===== src/core/darc_regs.svh =====
// register offsets, field positions, keys and timing counts of the dram area block
`ifndef DARC_REGS_SVH
`define DARC_REGS_SVH

`define DARC_OFS_DCR 4'h0
`define DARC_OFS_RCR 4'h4
`define DARC_OFS_CTL 4'h8
`define DARC_OFS_STAT 4'hc

`define DARC_RST_WORD 16'h0000
`define DARC_RST_CTL 3'h0
`define DARC_DCR_MASK 16'hff00
`define DARC_RCR_MASK 16'h00f0
`define DARC_RCR_KEY 8'h5a

`define DARC_DCR_CW2 15
`define DARC_DCR_RAS_HOLD_LOW 14
`define DARC_DCR_TPC 13
`define DARC_DCR_BE 12
`define DARC_DCR_CAS_DUTY_SELECT 11
`define DARC_DCR_MXE 10
`define DARC_DCR_MXC_HI 9
`define DARC_DCR_MXC_LO 8

`define DARC_RCR_REFRESH_ENABLE 7
`define DARC_RCR_REFRESH_MODE 6
`define DARC_RCR_RLW_HI 5
`define DARC_RCR_RLW_LO 4

`define DARC_CTL_DRAM_ENABLE_BIT 0
`define DARC_CTL_BUS16 1
`define DARC_CTL_RWSEL 2

`define DARC_MXC_8 2'h0
`define DARC_MXC_9 2'h1
`define DARC_MXC_10 2'h2
`define DARC_SHIFT_8 4'h8
`define DARC_SHIFT_9 4'h9
`define DARC_SHIFT_10 4'ha

`define DARC_TC_CYC 20
`define DARC_DUTY_50 50
`define DARC_DUTY_35 35
`define DARC_PCT 100

`endif


===== src/core/darc_pkg.sv =====
// types shared by the dram area block
package darc_pkg;
   typedef logic [15:0] darc_word_t;
   typedef enum logic [2:0] {
      ST_IDLE, ST_ROW, ST_COL, ST_PRE, ST_RF_CAS, ST_RF_RAS, ST_RF_WAIT, ST_SELF
   } darc_state_t;
endpackage


===== src/core/darc_wait_cnt.sv =====
// state down-counter used for precharge and refresh wait states
`timescale 1ns/100ps
module darc_wait_cnt #(
   parameter int W = 3
) (
   input wire logic sys_clk,
   input wire logic rst_b,
   input wire logic ce,
   input wire logic load,
   input wire logic [W-1:0] load_val,
   output logic last
);
   logic [W-1:0] count_r;

   // load wins, otherwise count down to zero
   always_ff @(posedge sys_clk or negedge rst_b) begin
      if (!rst_b) begin
         count_r <= '0;
      end else if (ce) begin
         if (load) begin
            count_r <= load_val;
         end else if (count_r != '0) begin
            count_r <= count_r - W'(1);
         end
      end
   end

   // final state of the loaded run
   assign last = (count_r == W'(1));
endmodule


===== src/core/darc_top.sv =====
// dram area control, refresh control and the dram strobe sequencer
`timescale 1ns/100ps
`include "darc_regs.svh"
module darc_top #(
   parameter int ADDR_W = 28,
   parameter int TC_CYC = `DARC_TC_CYC
) (
   input wire logic sys_clk,
   input wire logic rst_b,
   input wire logic ce,
   input wire logic [3:0] avs_address,
   input wire logic avs_read,
   input wire logic avs_write,
   input wire logic [31:0] avs_writedata,
   input wire logic [3:0] avs_byteenable,
   output logic [31:0] avs_readdata,
   output logic avs_waitrequest,
   input wire logic refresh_match,
   output logic refresh_timer_free,
   input wire logic acc_req,
   input wire logic acc_write,
   input wire logic [ADDR_W-1:0] acc_addr,
   input wire logic acc_hi_byte,
   input wire logic acc_lo_byte,
   output logic acc_done,
   output logic ras_n,
   output logic cas_high_strobe_n,
   output logic cas_low_strobe_n,
   output logic write_high_strobe_n,
   output logic write_low_strobe_n,
   output logic [ADDR_W-1:0] dram_addr,
   output logic self_refresh_active
);
   import darc_pkg::*;

   localparam int TCW = $clog2(TC_CYC + 1);
   localparam int HI50 = (TC_CYC * `DARC_DUTY_50) / `DARC_PCT;
   localparam int HI35 = (TC_CYC * `DARC_DUTY_35) / `DARC_PCT;

   darc_word_t dram_area_control_r;
   darc_word_t refresh_control_r;
   logic [2:0] ctl_r;
   logic [31:0] readdata_nxt;
   darc_state_t state_r, state_nxt;
   logic [TCW-1:0] tc_cnt_r;
   logic [ADDR_W-1:0] last_row_r;
   logic page_open_r, ref_pend_r;
   logic cnt_load, cnt_last;
   logic [2:0] cnt_val;

   // effective settings
   darc_word_t dcr_eff;
   logic dram_enable_bit, bus16, refresh_wait_select;
   logic strobe_scheme_select, ras_hold_low, precharge_count, burst_enable;
   logic cas_duty_select, multiplex_enable;
   logic [1:0] mxc;
   logic refresh_enable, refresh_mode;
   logic [1:0] rlw;
   logic [3:0] shift;
   logic [ADDR_W-1:0] row_now;
   logic row_match, self_req, bus_req, bus_take;
   logic [TCW-1:0] cas_hi_cyc;

   assign dram_enable_bit = ctl_r[`DARC_CTL_DRAM_ENABLE_BIT];
   assign bus16 = ctl_r[`DARC_CTL_BUS16];
   assign refresh_wait_select = ctl_r[`DARC_CTL_RWSEL];
   // dram area control settings fall back to reset values while dram is disabled
   assign dcr_eff = dram_enable_bit ? dram_area_control_r : `DARC_RST_WORD;
   assign strobe_scheme_select = dcr_eff[`DARC_DCR_CW2];
   assign ras_hold_low = dcr_eff[`DARC_DCR_RAS_HOLD_LOW];
   assign precharge_count = dcr_eff[`DARC_DCR_TPC];
   assign burst_enable = dcr_eff[`DARC_DCR_BE];
   assign cas_duty_select = dcr_eff[`DARC_DCR_CAS_DUTY_SELECT];
   assign multiplex_enable = dcr_eff[`DARC_DCR_MXE];
   assign mxc = dcr_eff[`DARC_DCR_MXC_HI:`DARC_DCR_MXC_LO];
   assign refresh_enable = refresh_control_r[`DARC_RCR_REFRESH_ENABLE];
   assign refresh_mode = refresh_control_r[`DARC_RCR_REFRESH_MODE];
   assign rlw = refresh_control_r[`DARC_RCR_RLW_HI:`DARC_RCR_RLW_LO];
   assign self_req = refresh_enable & refresh_mode;

   // shift count, reserved code treated as the 8-bit shift
   always_comb begin
      case (mxc)
         `DARC_MXC_9: shift = `DARC_SHIFT_9;
         `DARC_MXC_10: shift = `DARC_SHIFT_10;
         default: shift = `DARC_SHIFT_8;
      endcase
   end

   // row compare range follows the shift field whatever multiplexing says
   assign row_now = acc_addr >> shift;
   assign row_match = (row_now == last_row_r);
   assign cas_hi_cyc = cas_duty_select ? TCW'(HI35) : TCW'(HI50);

   // bus handshake: one idle wait cycle, then the answer
   assign bus_req = avs_read | avs_write;
   assign bus_take = avs_write & ~avs_waitrequest;

   always_ff @(posedge sys_clk or negedge rst_b) begin
      if (!rst_b) begin
         avs_waitrequest <= 1'b1;
      end else if (ce) begin
         avs_waitrequest <= ~(bus_req & avs_waitrequest);
      end
   end

   // read mux, unused bits read zero
   always_comb begin
      readdata_nxt = '0;
      case (avs_address)
         `DARC_OFS_DCR: readdata_nxt[15:0] = dram_area_control_r & `DARC_DCR_MASK;
         `DARC_OFS_RCR: readdata_nxt[15:0] = refresh_control_r & `DARC_RCR_MASK;
         `DARC_OFS_CTL: readdata_nxt[2:0] = ctl_r;
         `DARC_OFS_STAT: readdata_nxt[5:0] = {self_refresh_active, ref_pend_r,
                                              page_open_r, state_r};
         default: readdata_nxt = '0;
      endcase
   end

   always_ff @(posedge sys_clk or negedge rst_b) begin
      if (!rst_b) begin
         avs_readdata <= '0;
      end else if (ce && avs_read && avs_waitrequest) begin
         avs_readdata <= readdata_nxt;
      end
   end

   // dram area control, upper byte lane only
   always_ff @(posedge sys_clk or negedge rst_b) begin
      if (!rst_b) begin
         dram_area_control_r <= `DARC_RST_WORD;
      end else if (ce && bus_take && avs_address == `DARC_OFS_DCR && avs_byteenable[1]) begin
         dram_area_control_r <= avs_writedata[15:0] & `DARC_DCR_MASK;
      end
   end

   // refresh control takes only keyed word writes
   always_ff @(posedge sys_clk or negedge rst_b) begin
      if (!rst_b) begin
         refresh_control_r <= `DARC_RST_WORD;
      end else if (ce && bus_take && avs_address == `DARC_OFS_RCR &&
                   avs_byteenable[1:0] == 2'h3 &&
                   avs_writedata[15:8] == `DARC_RCR_KEY) begin
         refresh_control_r <= avs_writedata[15:0] & `DARC_RCR_MASK;
      end
   end

   // bus control bits: dram enable, bus width, refresh wait select
   always_ff @(posedge sys_clk or negedge rst_b) begin
      if (!rst_b) begin
         ctl_r <= `DARC_RST_CTL;
      end else if (ce && bus_take && avs_address == `DARC_OFS_CTL && avs_byteenable[0]) begin
         ctl_r <= avs_writedata[2:0];
      end
   end

   // timer is free for interval use while refresh is off
   always_ff @(posedge sys_clk or negedge rst_b) begin
      if (!rst_b) begin
         refresh_timer_free <= 1'b1;
      end else if (ce) begin
         refresh_timer_free <= ~refresh_enable;
      end
   end

   // pending cbr request, a new match wins over the clear
   always_ff @(posedge sys_clk or negedge rst_b) begin
      if (!rst_b) begin
         ref_pend_r <= 1'b0;
      end else if (ce) begin
         if (refresh_match && refresh_enable && !refresh_mode) begin
            ref_pend_r <= 1'b1;
         end else if (state_nxt == ST_RF_CAS || !refresh_enable || refresh_mode) begin
            ref_pend_r <= 1'b0;
         end
      end
   end

   // next state of the strobe sequencer
   always_comb begin
      state_nxt = state_r;
      case (state_r)
         ST_IDLE: begin
            if (self_req) begin
               state_nxt = page_open_r ? ST_PRE : ST_RF_CAS;
            end else if (ref_pend_r) begin
               state_nxt = page_open_r ? ST_PRE : ST_RF_CAS;
            end else if (acc_req && !acc_done) begin
               if (page_open_r && burst_enable && row_match) begin
                  state_nxt = ST_COL;
               end else if (page_open_r) begin
                  state_nxt = ST_PRE;
               end else begin
                  state_nxt = ST_ROW;
               end
            end
         end
         ST_ROW: state_nxt = ST_COL;
         ST_COL: begin
            if (tc_cnt_r == TCW'(TC_CYC - 1)) begin
               state_nxt = ras_hold_low ? ST_IDLE : ST_PRE;
            end
         end
         ST_PRE: if (cnt_last) state_nxt = ST_IDLE;
         ST_RF_CAS: state_nxt = self_req ? ST_SELF : ST_RF_RAS;
         ST_RF_RAS: state_nxt = refresh_wait_select ? ST_RF_WAIT : ST_PRE;
         ST_RF_WAIT: if (cnt_last) state_nxt = ST_PRE;
         ST_SELF: if (!self_req) state_nxt = ST_PRE;
         default: state_nxt = ST_IDLE;
      endcase
   end

   // wait counter loads on entry to precharge or refresh wait
   always_comb begin
      cnt_load = 1'b0;
      cnt_val = '0;
      if (state_nxt == ST_PRE && state_r != ST_PRE) begin
         cnt_load = 1'b1;
         cnt_val = {1'b0, precharge_count, ~precharge_count};
      end else if (state_nxt == ST_RF_WAIT && state_r != ST_RF_WAIT) begin
         cnt_load = 1'b1;
         cnt_val = {1'b0, rlw} + 3'h1;
      end
   end

   darc_wait_cnt #(
      .W(3)
   ) u_wait (
      .sys_clk(sys_clk),
      .rst_b(rst_b),
      .ce(ce),
      .load(cnt_load),
      .load_val(cnt_val),
      .last(cnt_last)
   );

   always_ff @(posedge sys_clk or negedge rst_b) begin
      if (!rst_b) begin
         state_r <= ST_IDLE;
      end else if (ce) begin
         state_r <= state_nxt;
      end
   end

   // column state cycle count
   always_ff @(posedge sys_clk or negedge rst_b) begin
      if (!rst_b) begin
         tc_cnt_r <= '0;
      end else if (ce) begin
         tc_cnt_r <= (state_r == ST_COL && state_nxt == ST_COL) ? tc_cnt_r + TCW'(1) : '0;
      end
   end

   // open page and last row for burst compare
   always_ff @(posedge sys_clk or negedge rst_b) begin
      if (!rst_b) begin
         page_open_r <= 1'b0;
         last_row_r <= '0;
      end else if (ce) begin
         if (state_r == ST_ROW) begin
            last_row_r <= row_now;
         end
         if (state_r == ST_COL && state_nxt == ST_IDLE) begin
            page_open_r <= 1'b1;
         end else if (state_r == ST_PRE) begin
            page_open_r <= 1'b0;
         end
      end
   end

   // done is high through the last column cycle
   always_ff @(posedge sys_clk or negedge rst_b) begin
      if (!rst_b) begin
         acc_done <= 1'b0;
      end else if (ce) begin
         acc_done <= (state_r == ST_COL) && (tc_cnt_r == TCW'(TC_CYC - 2));
      end
   end

   // registered dram pins
   always_ff @(posedge sys_clk or negedge rst_b) begin
      if (!rst_b) begin
         ras_n <= 1'b1;
         cas_high_strobe_n <= 1'b1;
         cas_low_strobe_n <= 1'b1;
         write_high_strobe_n <= 1'b1;
         write_low_strobe_n <= 1'b1;
         dram_addr <= '0;
         self_refresh_active <= 1'b0;
      end else if (ce) begin
         ras_n <= ~(state_r == ST_ROW || state_r == ST_COL || state_r == ST_RF_RAS ||
                    state_r == ST_RF_WAIT || state_r == ST_SELF ||
                    (state_r == ST_IDLE && page_open_r));
         self_refresh_active <= (state_r == ST_SELF);
         cas_high_strobe_n <= 1'b1;
         cas_low_strobe_n <= 1'b1;
         write_high_strobe_n <= 1'b1;
         write_low_strobe_n <= 1'b1;
         dram_addr <= acc_addr;
         if (state_r == ST_ROW && multiplex_enable) begin
            dram_addr <= row_now;
         end
         if (state_r == ST_RF_CAS || state_r == ST_RF_RAS || state_r == ST_RF_WAIT ||
             state_r == ST_SELF) begin
            cas_high_strobe_n <= ~bus16;
            cas_low_strobe_n <= 1'b0;
         end else if (state_r == ST_COL) begin
            if (!bus16) begin
               cas_low_strobe_n <= ~(tc_cnt_r >= cas_hi_cyc);
               write_low_strobe_n <= ~acc_write;
            end else if (!strobe_scheme_select) begin
               cas_high_strobe_n <= ~(acc_hi_byte && tc_cnt_r >= cas_hi_cyc);
               cas_low_strobe_n <= ~(acc_lo_byte && tc_cnt_r >= cas_hi_cyc);
               write_low_strobe_n <= ~acc_write;
            end else begin
               cas_low_strobe_n <= ~(tc_cnt_r >= cas_hi_cyc);
               write_high_strobe_n <= ~(acc_write && acc_hi_byte);
               write_low_strobe_n <= ~(acc_write && acc_lo_byte);
            end
         end
      end
   end
endmodule


===== config.mk =====
export PLATFORM = sky130hd
export DESIGN_NAME = darc_top
export DESIGN_NICKNAME = d
export VERILOG_FILES = /design/src/core/darc_pkg.sv /design/src/core/darc_wait_cnt.sv /design/src/core/darc_top.sv
export VERILOG_INCLUDE_DIRS = /design/src /design/src/core
export SDC_FILE = /design/constraint.sdc
export NUM_CORES = 1
export LEC_CHECK = 0
export ABC_CLOCK_PERIOD_IN_PS = 7970
export BUFFER_PORTS_ARGS = -buffer_cell sky130_fd_sc_hd__buf_2
export CORE_ASPECT_RATIO = 1.1
export CORE_MARGIN = 3
export CORE_UTILIZATION = 50
export CTS_CLUSTER_DIAMETER = 50
export CTS_CLUSTER_SIZE = 28
export DETAILED_ROUTE_END_ITERATION = 10
export PLACE_DENSITY = 0.72
export SLEW_MARGIN = 20
export SYNTH_ARGS = -nofsm -noshare
export SYNTH_HDL_FRONTEND = slang
export SYNTH_SLANG_ARGS = --single-unit

===== constraint.sdc =====
create_clock -name sys_clk -period 7.97 [get_ports sys_clk]
set_input_delay 1.594 -clock sys_clk [delete_from_list [all_inputs] [get_ports sys_clk]]
set_output_delay 1.594 -clock sys_clk [all_outputs]
set_load 0.05 [all_outputs]

==> results by stage, run 1 <==
Worst setup path:
- For this design, the slowest cell found on the critical path is sky130_fd_sc_hd__dfrtp_1.
- Traced cell by cell, the critical path runs through nand2b_1 > a21oi_1 > a2bb2oi_1 > xor2_1 > nor4_1 > nand4_1 > a21oi_2 > nand2_2 > o21a_1 > o32ai_1.
- The peak fanout along the critical path is 19.
- For this run, the slowest stage of the critical path takes 0.91 ns.
- The worst setup path is captured at a flip-flop.
- The critical path runs through a total of 10 cells.
- The worst setup path is launched from a flip-flop.
- The cell count of the worst reg-to-reg path is 10.
- The critical path is of the flip-flop to flip-flop type.
- The setup slack on the worst flop-to-flop path is 3.38 ns.
- For the worst setup path, the data required time is 8.22 ns.
- Broken down by cell family, the worst path's largest delay share belongs to compound AO/OA/AOI/OAI gates.
- At the worst endpoint, the arrival time is 4.84 ns.
- The critical path contains buffers and inverters numbering 0 combined.

Power:
- The areal power density over the cells is 264 nW/µm².
- The maximum vdd ir drop is 0.000139 V.
- The analysis attributes to cell leakage a power of 0.00320 µW.

Synthesis:
- The synthesized netlist contains 75 unique library cells.
- In the synthesized netlist, the number of instances is 642.
- The synthesized design contains 101 register bits.
- During synthesis, Yosys emitted a total of 0 warnings.
- For this run, asynchronously set or reset flops after synthesis account for 100%.
- After synthesis, the mean cell area works out to 9.27 µm².
- The register area share after synthesis is 42.6%.
- Sorting the synthesized cells by area gives the leading types as sky130_fd_sc_hd__dfrtp_1, sky130_fd_sc_hd__o21ai_0, sky130_fd_sc_hd__nand2_1.
- In this run the cell area of the synthesized design comes to 5950 µm².
- The library cell with the largest summed area after synthesis is sky130_fd_sc_hd__dfrtp_1.
- The count of flip-flops with a built-in enable after synthesis is 0.
- The most instantiated flip-flop cell in the synthesis netlist is sky130_fd_sc_hd__dfrtp_1.
- The share of Yosys cell area claimed by the top area cell type is 39.5%.

STA:
- Counting I/O delays and the setup requirement, the final critical path takes 4.59 ns.
- The count of endpoints failing hold in the final timing report is 0.
- Based on the critical path, the design can be clocked at up to 218 MHz.
- The final max-slew violation count is 0.
- The setup TNS after final layout is 0 ns.
- Setup repair after global routing left no endpoint under its margin.
- The relative slew slack is 37.2%.
- The transition time at the pin with the least slew margin is 0.942 ns.
- The largest clock skew in the final design is 0.00639 ns.
- The share of the clock period used by the worst path after layout is 57.5%.
- The final-report setup violation count is 0.
- The hold slack is 0.468 ns.

Clock network:
- The number of buffers inserted by hold repair at cts is 0.
- The clock latency of the later-clocked register in the worst-skew pair is 0.36 ns.
- The clock edge transition at the registers on the reported setup and hold paths is 0.07 ns.
- The cell sitting at the root of the clock tree is a sky130_fd_sc_hd__clkbuf_16.
- The clock tree synthesis step divided the H-tree into 3 levels.
- The total clock buffers created by CTS is 9.
- For this design, the sink count on the clock tree is 101.
- The number of gates resized after CTS was 0.
- The deepest clock path buffer count is 2.
- After clock tree synthesis, the setup repair step added 0 buffers.
- TritonCTS built the clock tree.

Global route:
- After global routing the overflow that remains totals 0.
- The first-pass GRT wire length is 26200 µm.
- Global routing used 25.3% of the available tracks.
- Global routing used 33.3% of the available met1 tracks.
- In this run the most used layer during global routing was met2.
- The via count of the first global-routing pass is 5120.
- Global routing consumed, on the met3 layer, 4.06% of the routing resources.
- The pin count of the biggest net entering global routing is 86.
- The number of antenna violations at the first check in global routing is 0.
- The met2 track demand over resource in global routing is 42.1%.

Worst hold path:
- The classification of the worst-slack hold path is flip-flop to flip-flop.
- Counting instances, the worst hold path has a depth of 2.

Floorplanning:
- The area of the die is 13200 µm².
- After floorplanning, the core was sized to cover 11500 µm².
- In this run the vertical extent of the chip is 120 µm.
- For this configuration, the core starts out at a cell density of 51.5%.
- The width of the die is 110 µm.
- The number of I/O pins is 147.
- The number of core rows is 41.

Routing:
- The post-detailed-route wirelength per cell is 18.4 µm.
- After detailed routing, the number of vias per cell comes to 5.94.
- In the routed design, unresolved DRC markers number 0.
- The first routing iteration left 424 violations.
- The via count is 5239.
- The final routed wirelength across all metal layers is 16300 µm.
- The post-detailed-route count of antenna-violating nets is 0.
- The first-pass iteration count of the detailed router is 5.

Layout:
- The area growth from synthesis to layout is 14.0%.
- The number of antenna diodes in the final layout is 0.
- The net count of the finished layout is 818.
- The fraction of layout instances using a drive strength above 1 is 24.9%.
- Counting the fill cells in the layout gives 1053.

Status:
- The flow ran to the end, and the final reports show no timing, DRC or antenna violations.

Job:
- The count of max-cap constraint violations is 0.

Place:
- The wire-length estimate of the detail-placed layout is 11600 µm.
- At the end of routability-driven placement, the weighted congestion stood at 0.966.
- The number of buffer cells added on primary ports is 111.
==> cells in the final DEF, fill, tap and decap left out, types with 4 or more instances in the layout <==
cell type                   netlist  layout
sky130_fd_sc_hd__mux2_2          21      21
sky130_fd_sc_hd__a32oi_1          5       5
sky130_fd_sc_hd__dfstp_2          7       7
sky130_fd_sc_hd__a31oi_1          4       4
sky130_fd_sc_hd__conb_1           1      16
sky130_fd_sc_hd__ha_1            13      13
sky130_fd_sc_hd__nor3_1           4       4
sky130_fd_sc_hd__xor2_1           4       4
sky130_fd_sc_hd__a21o_1           4       4
sky130_fd_sc_hd__mux2i_1          9       9
sky130_fd_sc_hd__a22oi_1          7       7
sky130_fd_sc_hd__or3_1            7       7
sky130_fd_sc_hd__inv_1           28      28
sky130_fd_sc_hd__a22o_1          16      16
sky130_fd_sc_hd__o21a_1           5       5
sky130_fd_sc_hd__a21oi_1         45      45
sky130_fd_sc_hd__buf_2            3     110
sky130_fd_sc_hd__nor2b_1          4       4
sky130_fd_sc_hd__a211oi_1         4       4
sky130_fd_sc_hd__a211o_1          5       5
sky130_fd_sc_hd__o211ai_1         5       5
sky130_fd_sc_hd__dfrtp_1         94      94
sky130_fd_sc_hd__nand2_1         68      67
sky130_fd_sc_hd__nand3b_1         9       9
sky130_fd_sc_hd__nand4_1          4       4
sky130_fd_sc_hd__xnor2_1          6       6
sky130_fd_sc_hd__nor3b_1          6       6
sky130_fd_sc_hd__o22ai_1         12      12
sky130_fd_sc_hd__clkbuf_16        0       9
sky130_fd_sc_hd__o21ai_0         52      52
sky130_fd_sc_hd__nand2b_1         9       9
sky130_fd_sc_hd__nand3_1         18      18
sky130_fd_sc_hd__nand4b_1         4       4
sky130_fd_sc_hd__nor2_1          45      45
sky130_fd_sc_hd__o21ai_1          4       4
sky130_fd_sc_hd__buf_4           17       4
sky130_fd_sc_hd__a32o_1           4       4
==> final timing paths <==
kind,startpoint,end
setup / recovery,dram_area_control_r[8]$_DFFE_PN0P_,tc_cnt_r[2]$_DFFE_PN0P_
hold / removal,avs_readdata[5]$_DFFE_PN0P_,avs_readdata[5]$_DFFE_PN0P_
setup reg to reg,dram_area_control_r[8]$_DFFE_PN0P_,tc_cnt_r[2]$_DFFE_PN0P_
hold reg to reg,avs_readdata[5]$_DFFE_PN0P_,avs_readdata[5]$_DFFE_PN0P_
max in group asynchronous,rst_b,u_wait.count_r[1]$_DFFE_PN0P_
min in group asynchronous,rst_b,avs_readdata[7]$_DFFE_PN0P_
==> metrics by stage <==
stage | total power, µW | instances | util (%) | setup slack [ns] | area (µm²)
floorplan | 1180 | 657 | - | 4.59 | 6010
global placement | 1310 | 866 | 55.9 | 3.70 | 6450
detailed placement | 1320 | 866 | 55.9 | 3.57 | 6450
CTS | 1790 | 882 | 58.7 | 3.54 | 6770
global route | 1900 | 882 | 58.8 | 3.07 | 6780
finish | 1790 | 882 | 58.8 | 3.38 | 6780
==> where the power goes <==
part	switching, µW	internal, µW
Clock	215	252
Combinational	404	214
Sequential	101	607
==> worst min-delay path, cell delays in order (launching register included) <==
cell and delay (ns):
sky130_fd_sc_hd__dfrtp_1 0.35, sky130_fd_sc_hd__nand2_1 0.05, sky130_fd_sc_hd__nand2_1 0.04
==> state kept, by name, summed over array words and instances, names as in the netlist, 3 cells and up <==
register	count
avs_readdata	16
ctl_r	3
dram_addr	28
dram_area_control_r	8
last_row_r	20
refresh_control_r	4
state_r	3
tc_cnt_r	5
u_wait.count_r	3
==> cells in the mapped netlist (4+ instances only) <==
master and number:
sky130_fd_sc_hd__dfrtp_1 94, sky130_fd_sc_hd__nand2_1 68, sky130_fd_sc_hd__o21ai_0 52, sky130_fd_sc_hd__a21oi_1 45
sky130_fd_sc_hd__nor2_1 45, sky130_fd_sc_hd__inv_1 28, sky130_fd_sc_hd__clkbuf_1 25, sky130_fd_sc_hd__mux2_2 21
sky130_fd_sc_hd__nand3_1 18, sky130_fd_sc_hd__buf_4 17, sky130_fd_sc_hd__a22o_1 16, sky130_fd_sc_hd__ha_1 13
sky130_fd_sc_hd__o22ai_1 12, sky130_fd_sc_hd__mux2i_1 9, sky130_fd_sc_hd__nand2b_1 9, sky130_fd_sc_hd__nand3b_1 9
sky130_fd_sc_hd__a22oi_1 7, sky130_fd_sc_hd__buf_6 7, sky130_fd_sc_hd__dfstp_2 7, sky130_fd_sc_hd__or3_1 7
sky130_fd_sc_hd__nor3b_1 6, sky130_fd_sc_hd__xnor2_1 6, sky130_fd_sc_hd__a211o_1 5, sky130_fd_sc_hd__a32oi_1 5
sky130_fd_sc_hd__o211ai_1 5, sky130_fd_sc_hd__o21a_1 5, sky130_fd_sc_hd__a211oi_1 4, sky130_fd_sc_hd__a21o_1 4
sky130_fd_sc_hd__a31oi_1 4, sky130_fd_sc_hd__a32o_1 4, sky130_fd_sc_hd__buf_1 4, sky130_fd_sc_hd__nand4_1 4
sky130_fd_sc_hd__nand4b_1 4, sky130_fd_sc_hd__nor2b_1 4, sky130_fd_sc_hd__nor3_1 4, sky130_fd_sc_hd__nor4_1 4
sky130_fd_sc_hd__o21ai_1 4, sky130_fd_sc_hd__xor2_1 4
==> kinds of logic (layout without fill, tap and decap cells) <==
| logic type | after synthesis | count (layout) | share of synthesized area (%) |
|---|---|---|---|
| mux | 30 | 30 | 5.49 |
| compound gates | 203 | 203 | 23.1 |
| flops | 101 | 101 | 42.6 |
| simple gates | 197 | 197 | 16.6 |
| xor+xnor | 11 | 11 | 1.93 |
| buf+inv | 86 | 161 | 7.44 |
| other cells | 1 | 16 | 0.0630 |
| fa+ha+maj | 13 | 13 | 2.73 |
==> layer usage <==
layer  wire (µm)  part of all wire [%]
met1        6760                    42
met2        8330                    51
met3         830                   5.1
met4         352                   2.2
met5           0                     0
==> area by class of cell <==
type / instances / area (µm²) / share of cell area [%]
clock buffers: 9 / 225 / 3.32
flip-flops and latches: 101 / 2540 / 37.4
inverters: 30 / 113 / 1.66
multi-input cells: 470 / 3040 / 44.8
clock inverters: 7 / 93.8 / 1.38
repair buffers: 115 / 592 / 8.73
well taps: 150 / 188 / 2.77
No activity file was read; power rests on OpenSTA's default activity.
==> run 2: changes to the inputs <==
Settings changed: ABC_AREA from default to 1, ABC_CLOCK_PERIOD_IN_PS 7970 to 4700, PLACE_DENSITY 0.72 to 0.71.
Clock period 7.97 ns to 4.7 ns, I/O delays scaled along.
==> run 2 against run 1 <==
Against the previous run: setup slack lost 1.8 ns; critical path type unchanged; critical endpoint is now ref_pend_r$_DFFE_PN0P_; cell area rose by 2.1%; clock-buffer cell count rose by 2.
==> results by stage, run 2 <==
Status:
- The flow ran to the end, and the final reports show no timing, DRC or antenna violations.

Worst setup path:
- The worst setup path is of the flip-flop to flip-flop kind.
- The arrival time of data at the critical path endpoint is 3.32 ns.
- The capture instance of the worst register-to-register path is ref_pend_r$_DFFE_PN0P_.
- The startpoint identified for the worst register-to-register timing path is ctl_r[0]$_DFFE_PN0P_.
- The worst register-to-register path has a depth of 14.
- STA classifies the critical path endpoint as a flip-flop.
- The required time at the worst-slack endpoint is 4.94 ns.
- The setup slack on the worst flop-to-flop path is 1.62 ns.
- The critical path startpoint category is a flip-flop.
- Of all nets on the critical path, the largest fanout is 32.

Clock network:
- The number of hold buffers added after CTS was 0.
- The post-cts sizing count is 0.
- Buffers added to address setup during post-CTS repair amount to 0.
- The deepest clock path buffer count is 2.
- The H-tree depth is 3.
- TritonCTS built the clock tree.
- At the later pin of the worst-skew pair, clock insertion delay measures 0.35 ns.
- Clock tree synthesis found a total of 101 sinks.
- Counting the buffers created by CTS gives 9.
- The cell chosen for the clock root is sky130_fd_sc_hd__clkbuf_16.
- The clock edge transition at the registers on the reported setup and hold paths is 0.07 ns.

Worst hold path:
- The worst hold path passes through 2 cells.
- The worst hold path begins at dram_addr[26]$_DFFE_PN0P_.
- The tightest min-delay check is of the flip-flop to flip-flop type.
- For hold timing, the worst endpoint is dram_addr[26]$_DFFE_PN0P_.

Floorplanning:
- The number of core rows is 41.
- The floorplan step defined a die boundary enclosing 13400 µm².
- The width of the die is 110 µm.
- The chip height is 121 µm.
- The initial standard-cell utilization of the core is 51.8%.
- The floorplan step defined a core boundary enclosing 11600 µm².
- 147 I/O pins were placed.

Layout:
- The final standard cell utilization of the core is 59.7%.
- The area of all placed cells without fillers is 6930 µm².
- The antenna diode count is 0.
- In the layout the commonest cells are sky130_fd_sc_hd__nand2_1, sky130_fd_sc_hd__buf_2, sky130_fd_sc_hd__dfrtp_1.
- The net count of the finished layout is 1007.
- The number of flip-flops in the largest register is 28.
- The register with the highest flop count is dram_addr.
- The most common cell after layout, fill and taps aside is sky130_fd_sc_hd__nand2_1.
- The largest registers in the layout are dram_addr (28), last_row_r (20), avs_readdata (16).
- The area growth from synthesis to layout is 15.3%.
- The fraction of layout instances using a drive strength above 1 is 18.6%.

STA:
- The timing-limited maximum frequency is 324 MHz.
- The count of endpoints failing hold in the final timing report is 0.
- After layout, the worst path uses 65.6% of the clock period.
- Setup repair after global routing left no endpoint under its margin.
- The setup TNS after final layout is 0 ns.
- Setup violations remaining at the end of the flow were counted as 0.
- Counting I/O delays and the setup requirement, the final critical path takes 3.08 ns.
- On the final layout, the worst clock skew is 0.00504 ns.
- The transition time at the pin with the least slew margin is 0.954 ns.
- Headroom to the max-slew limit came out at 36.4%.
- The final max-slew violation count is 0.

Place:
- Summed over all nets, the half-perimeter wirelength after detailed placement is 12000 µm.
- The post-detailed-placement cell area is 6600 µm².
- Input and output buffers added on the ports amount to 111.
- Routability-driven placement finished with a final weighted congestion of 0.973.

Routing:
- The first-pass iteration count of the detailed router is 9.
- The detailed-route vias per instance is 5.27.
- The via count is 5649.
- Once detail routing completed, the nets flagged for antenna violations numbered 0.
- The post-detailed-route wirelength per cell is 15.0 µm.
- Summed over all layers, the routed wires come to 16100 µm.
- The number of design-rule violations left by the first detailed-router iteration is 326.
- The number of remaining DRC errors is 0.

Synthesis:
- Yosys attributes the largest share of cell area to sky130_fd_sc_hd__dfrtp_1, sky130_fd_sc_hd__nand2_1, sky130_fd_sc_hd__inv_1.
- After synthesis the cells add up to 6010 µm².
- The dominant combinational cell family by area after synthesis is simple AND/OR/NAND/NOR gates.
- Synthesis inferred 101 register bits.
- A synthesized cell averages 7.34 µm².
- Summing the areas of all and, or, nand and nor instances in the mapped netlist gives 30.0% of the synthesized area.
- By count the netlist is led by sky130_fd_sc_hd__nand2_1, sky130_fd_sc_hd__dfrtp_1, sky130_fd_sc_hd__inv_1.
- The async set-reset flop share out of synthesis is 100%.
- The netlist uses 46 different library cells.
- The most instantiated flip-flop cell in the synthesis netlist is sky130_fd_sc_hd__dfrtp_1.
- The share of Yosys cell area claimed by the top area cell type is 39.2%.
- Counting flops with a built-in enable in the synthesized netlist gives 0.
- The synthesized netlist devotes 13.2% of its cell area to compound gates.
- Yosys printed 0 warnings.
- The most frequent cell after synthesis is sky130_fd_sc_hd__nand2_1.
- Counting every instance in the synthesized netlist gives 818.
- The register area share after synthesis is 42.2%.
- The synthesized design spends more area on one cell type than any other, namely sky130_fd_sc_hd__dfrtp_1.
- The multiplexer share of the synthesized area is 0.750%.
- Summing the areas of all fa, ha and maj instances in the mapped netlist gives 2.71% of the synthesized area.
- After Yosys synthesis, XOR and XNOR cells account for 0.729% of the synthesized area.

Global route:
- The total routing usage reported by global routing is 24.6%.
- Global routing used 31.7% of the available met1 tracks.
- The first global-routing pass estimated 26700 µm of wire.
- The via count of the first global-routing pass came to 5400.
- The busiest layer in global routing is met2.
- For this run, global-route usage on met3 was measured as 3.19%.
- Global routing used 42.9% of the available met2 tracks.
- The pin count of the biggest net entering global routing is 76.
- The aggregate global routing overflow is 0.
- The number of antenna violations at the first check in global routing is 0.

Power:
- For this design the static power due to leakage is 0.00365 µW.
- The areal power density over the cells is 545 nW/µm².
- IR analysis of the VDD net gives a maximum drop of 0.000340 V.

Job:
- The count of max-cap constraint violations is 0.
[run 2: changes by cell type after synthesis, moves of 10 or more]
cell / before / now
sky130_fd_sc_hd__a22o_1: 16 / 1
sky130_fd_sc_hd__nand4_1: 4 / 18
sky130_fd_sc_hd__nand2_1: 68 / 239
sky130_fd_sc_hd__mux2_2: 21 / 4
sky130_fd_sc_hd__nor2_1: 45 / 59
sky130_fd_sc_hd__inv_1: 28 / 87
sky130_fd_sc_hd__nor3_1: 4 / 14
sky130_fd_sc_hd__nand3_1: 18 / 58
sky130_fd_sc_hd__o22ai_1: 12 / 2
sky130_fd_sc_hd__a21oi_1: 45 / 56
[run 2: how the worst max path moves through the flow]
stage / from / end / slack [ns] / cells past startpoint
floorplan: ce / avs_readdata[9]$_DFFE_PN0P_ / 2.15 / 7
global placement: ctl_r[0]$_DFFE_PN0P_ / u_wait.count_r[0]$_DFFE_PN0P_ / 1.72 / 18
detailed placement: ctl_r[0]$_DFFE_PN0P_ / u_wait.count_r[0]$_DFFE_PN0P_ / 1.70 / 18
CTS: ctl_r[0]$_DFFE_PN0P_ / ref_pend_r$_DFFE_PN0P_ / 1.64 / 14
global route: dram_area_control_r[8]$_DFFE_PN0P_ / u_wait.count_r[1]$_DFFE_PN0P_ / 1.40 / 20
finish: ctl_r[0]$_DFFE_PN0P_ / ref_pend_r$_DFFE_PN0P_ / 1.62 / 14
[run 2: kinds of logic after synthesis]
group,Yosys count
simple gates,412
compound gates,142
buf+inv,140
flops,101
fa+ha+maj,13
xor+xnor,5
mux,4
other cells,1
[run 2: layer usage]
metal / share of wire, % / vias up
met5: 0 / -
met4: 2.2 / 0
met3: 5.4 / 25
met2: 50 / 165
met1: 43 / 2628
li1: - / 2831
[run 2: cell type report]
class                      count  area, µm²
clock buffer                  11        243
clock inverter                 5       83.8
fill                        1118       4670
inverter                      94        353
multi-input combinational    592       2910
sequential                   101       2540
tap                          150        188
timing repair buffer         118        611
[run 2: where the power goes]
group | leakage (µW) | switching (µW) | internal [µW]
sequential | 0.00123 | 154 | 1100
combinational | 0.00227 | 1220 | 481
clock | 0.000152 | 333 | 482
total | 0.00365 | 1710 | 2060
[run 2: critical path, stage by stage (launching register included)]
cell                      delay [ns]
sky130_fd_sc_hd__dfrtp_1        0.70
sky130_fd_sc_hd__nand3_2        0.11
sky130_fd_sc_hd__buf_4          0.26
sky130_fd_sc_hd__inv_2          0.33
sky130_fd_sc_hd__nand3_1        0.16
sky130_fd_sc_hd__nand3_1        0.11
sky130_fd_sc_hd__nand2_1        0.10
sky130_fd_sc_hd__nor2_1         0.11
sky130_fd_sc_hd__nand2_1        0.07
sky130_fd_sc_hd__nor2_1         0.15
sky130_fd_sc_hd__nand3_1        0.17
sky130_fd_sc_hd__a21oi_1        0.29
sky130_fd_sc_hd__nand3_1        0.15
sky130_fd_sc_hd__a22oi_1        0.17
sky130_fd_sc_hd__nor2_1         0.06
[run 2: per-stage QoR]
| stage | instances | total power, µW | worst slack (ns) | hold slack (ns) |
|---|---|---|---|---|
| 2_1_floorplan | 833 | 2560 | 2.15 | 0.449 |
| 3_3_place_gp | 1055 | 2940 | 1.72 | 0.462 |
| 3_5_place_dp | 1055 | 2960 | 1.70 | 0.468 |
| 4_1_cts | 1071 | 3800 | 1.64 | 0.484 |
| 5_1_grt | 1071 | 4050 | 1.40 | 0.515 |
| 6_report | 1071 | 3770 | 1.62 | 0.480 |
==> run 3: changes to the inputs <==
Settings changed: ABC_CLOCK_PERIOD_IN_PS 4700 to 2500, CORE_UTILIZATION 50 to 49, PLACE_DENSITY 0.71 to 0.73.
Clock period 4.7 ns to 2.5 ns, I/O delays scaled along.
==> run 3 against run 2 <==
Against the previous run: critical path depth grew 6; highest routed layer unchanged; clock skew grew 0.0030 ns; combinational power grew 120%; largest power group unchanged; sequential share of layout area shrank 2.6 points; worst hold slack lost 0.35 ns; sequential power grew 86%; clock power grew 79%; via count grew 5.2%; total power grew 100%; die area grew 1.9%.
==> results by stage, run 3 (synthesis gave the netlist of run 2 again) <==
Status:
- The run finished with clean final reports.

Routing:
- For this run, design rule violations remaining after detail routing come to 0.
- The first-pass iteration count of the detailed router is 6.
- The post-detailed-route count of antenna-violating nets is 0.
- The via count is 5940.
- The detailed router finished its first iteration with 339 violations.
- After detailed routing, the number of vias per cell comes to 5.29.
- Dividing the detail-routed wire length by the instance count gives 15.1 µm.
- The final routed wirelength across all metal layers is 16900 µm.

Power:
- The maximum vdd ir drop is 0.000690 V.
- The analysis attributes to cell leakage a power of 0.00391 µW.
- The areal power density over the cells is 1010 nW/µm².

Floorplanning:
- The core area is 11700 µm².
- The initial standard-cell utilization of the core is 51.3%.
- The area of the die is 13600 µm².
- The number of I/O pins is 147.
- The die is 122 µm tall.
- The width of the die is 112 µm.
- The number of core rows is 41.

Global route:
- The first-pass GRT wire length is 26800 µm.
- Global routing consumed, over all layers together, 24.5% of the routing resources.
- The number of antenna violations at the first check in global routing is 0.
- The via count of the first global-routing pass was 5420.
- Entering global routing, the biggest net connects 44 pins.
- After global routing the overflow that remains totals 0.

Worst setup path:
- For the worst setup path, the data arrival time is 2.69 ns.
- The critical path is of the flip-flop to flip-flop type.
- In this design, the largest share of critical-path delay is due to simple AND/OR/NAND/NOR gates.
- The critical path buffer and inverter count is 3.
- Traced cell by cell, the critical path runs through buf_6 > nor2_4 > clkbuf_16 > nand2_1 > nand2_1 > nand2_1 > nand3_1 > nand2_2 > nor2_1 > nand2_1 > nor2_2 > nand3_2 > nand2_2 > nand2_4 > nand2_4 > nand3_2 > nand2_2 > inv_2 > nand2_1 > nand2_1.
- The critical path startpoint category is a flip-flop.
- The highest cell delay on the worst timing path is 0.45 ns.
- The peak fanout along the critical path is 7.
- At the worst endpoint, the required time is 2.75 ns.
- The cell with the largest stage delay on the worst path is sky130_fd_sc_hd__dfrtp_2.
- By instance count, the cell type seen most on the critical path is sky130_fd_sc_hd__nand2_1.
- The capturing element type of the critical path is a flip-flop.

Layout:
- In the layout the commonest cells are sky130_fd_sc_hd__nand2_1, sky130_fd_sc_hd__buf_2, sky130_fd_sc_hd__dfrtp_1.
- The area of all placed cells without fillers is 7460 µm².
- The number of flip-flops in the largest register is 28.
- In the final layout, the registers with the most flip-flops are dram_addr (28), last_row_r (20), avs_readdata (16).
- Compared with the post-synthesis result, the final layout area differs by 24.2%.
- Ranked by flip-flop count, first place goes to dram_addr.
- The final layout contains 1059 nets.
- Leaving out fill and tap cells, the most frequent cell in the layout is sky130_fd_sc_hd__nand2_1.
- Cells with a size suffix above 1 make up 25.5% of the layout.
- The final standard cell count with taps included and fillers excluded is 1123.
- The total of fill cells in the finished design is 1074.
- The number of antenna diodes in the final layout is 0.

Clock network:
- The H-tree depth is 3.
- The clock edge transition at the registers on the reported setup and hold paths is 0.07 ns.
- The later pin in the worst-skew pair is clocked with a latency of 0.36 ns.
- The deepest clock path buffer count is 2.
- The cell chosen for the clock root is sky130_fd_sc_hd__clkbuf_16.
- TritonCTS built the clock tree.
- Clock tree synthesis inserted a total of 9 buffers.
- For this design, the sink count on the clock tree is 101.

Job:
- Max-cap violations in this run came to 0.

STA:
- The clock period minus final worst setup slack is 2.44 ns.
- The count of endpoints failing hold in the final timing report is 0.
- The worst path uses 97.5% of the clock period.
- The hold slack is 0.130 ns.
- The worst path meets setup with 0.0617 ns of slack.
- The setup TNS after final layout is 0 ns.
- Setup repair after global routing could not meet its margin everywhere.
- The final-report setup violation count is 0.
- The relative slew slack is 61.9%.
- The largest clock skew in the final design is 0.00807 ns.
- The timing-limited maximum frequency is 410 MHz.
- The transition time at the pin with the least slew margin is 0.569 ns.
- The final max-slew violation count is 0.

Place:
- The HPWL after detailed placement is 12500 µm.
- The count of buffers added on input and output ports is 111.
- In this run, placement finished with an instance count of 1096.
- The worst slack at placement is 0.0277 ns.
- The congestion estimate from routability-driven global placement came to 0.946.
- After detailed placement, the total cell area comes to 6930 µm².

Worst hold path:
- The tightest min-delay check is of the input pin to asynchronous set/reset pin type.
-- run 3: changes by cell type in the layout (fill, tap and decap cells not counted), sizes merged, moves of 2 or more --
cell	change
clkbuf	+3
buf	+49
clkinvlp	-2
nand3	+2
clkinv	+2
-- run 3: cell type report --
cell class | count | area (µm²) | share of cell area, %
Clock inverter | 3 | 43.8 | 0.587
Clock buffer | 13 | 260 | 3.49
Sequential cell | 101 | 2540 | 34.1
Inverter | 94 | 360 | 4.83
Timing Repair Buffer | 168 | 1050 | 14.1
Tap cell | 150 | 188 | 2.52
Multi-Input combinational cell | 594 | 3020 | 40.4
-- run 3: layer usage --
metal | routed length, µm | up-vias | track usage [%]
li1 | - | 2937 | -
met2 | 8510 | 216 | 42.3
met1 | 7110 | 2763 | 32.0
met3 | 997 | 24 | 3.87
met4 | 308 | 0 | 7.07
met5 | 0 | - | 0
-- run 3: metrics by stage --
stage | utilization, % | total power [µW]
finish | 63.8 | 7560
global route | 63.8 | 8090
CTS | 61.9 | 7400
detailed placement | 59.3 | 5940
global placement | 59.3 | 5870
floorplan | - | 4800
-- run 3: report_power, final --
part / total (µW) / internal (µW) / switching, µW
sequential: 2330 / 2060 / 271
clock: 1460 / 833 / 632
combinational: 3760 / 1280 / 2480
total: 7560 / 4180 / 3380
-- run 3: worst paths after layout --
kind	startpoint	end	slack [ns]	cells after the start
setup / recovery	dram_area_control_r[9]$_DFFE_PN0P_	u_wait.count_r[2]$_DFFE_PN0P_	0.06	20
hold / removal	rst_b	avs_readdata[12]$_DFFE_PN0P_	0.13	1
setup reg to reg	dram_area_control_r[9]$_DFFE_PN0P_	u_wait.count_r[2]$_DFFE_PN0P_	0.06	20
hold reg to reg	avs_readdata[7]$_DFFE_PN0P_	avs_readdata[7]$_DFFE_PN0P_	0.48	2
max in group asynchronous	rst_b	state_r[1]$_DFFE_PN0P_	1.65	2
min in group sys_clk	acc_write	write_low_strobe_n$_DFFE_PN1P_	0.33	2
-- run 3: worst register-to-register path, cell delays in order, from the launching register on --
cell                        delay, ns
sky130_fd_sc_hd__dfrtp_2         0.45
sky130_fd_sc_hd__buf_6           0.14
sky130_fd_sc_hd__nor2_4          0.15
sky130_fd_sc_hd__clkbuf_16       0.18
sky130_fd_sc_hd__nand2_1         0.07
sky130_fd_sc_hd__nand2_1         0.07
sky130_fd_sc_hd__nand2_1         0.06
sky130_fd_sc_hd__nand3_1         0.09
sky130_fd_sc_hd__nand2_2         0.09
sky130_fd_sc_hd__nor2_1          0.10
sky130_fd_sc_hd__nand2_1         0.07
sky130_fd_sc_hd__nor2_2          0.11
sky130_fd_sc_hd__nand3_2         0.11
sky130_fd_sc_hd__nand2_2         0.12
sky130_fd_sc_hd__nand2_4         0.09
sky130_fd_sc_hd__nand2_4         0.10
sky130_fd_sc_hd__nand3_2         0.08
sky130_fd_sc_hd__nand2_2         0.09
sky130_fd_sc_hd__inv_2           0.06
sky130_fd_sc_hd__nand2_1         0.05
sky130_fd_sc_hd__nand2_1         0.05
-- run 3: what timing repair did --
item	4_1_cts	5_1_grt
buffers inserted	0	8
endpoints found under the hold margin	0	0
hold buffers	0	0
resized for setup	0	38
setup endpoints to repair	0	11
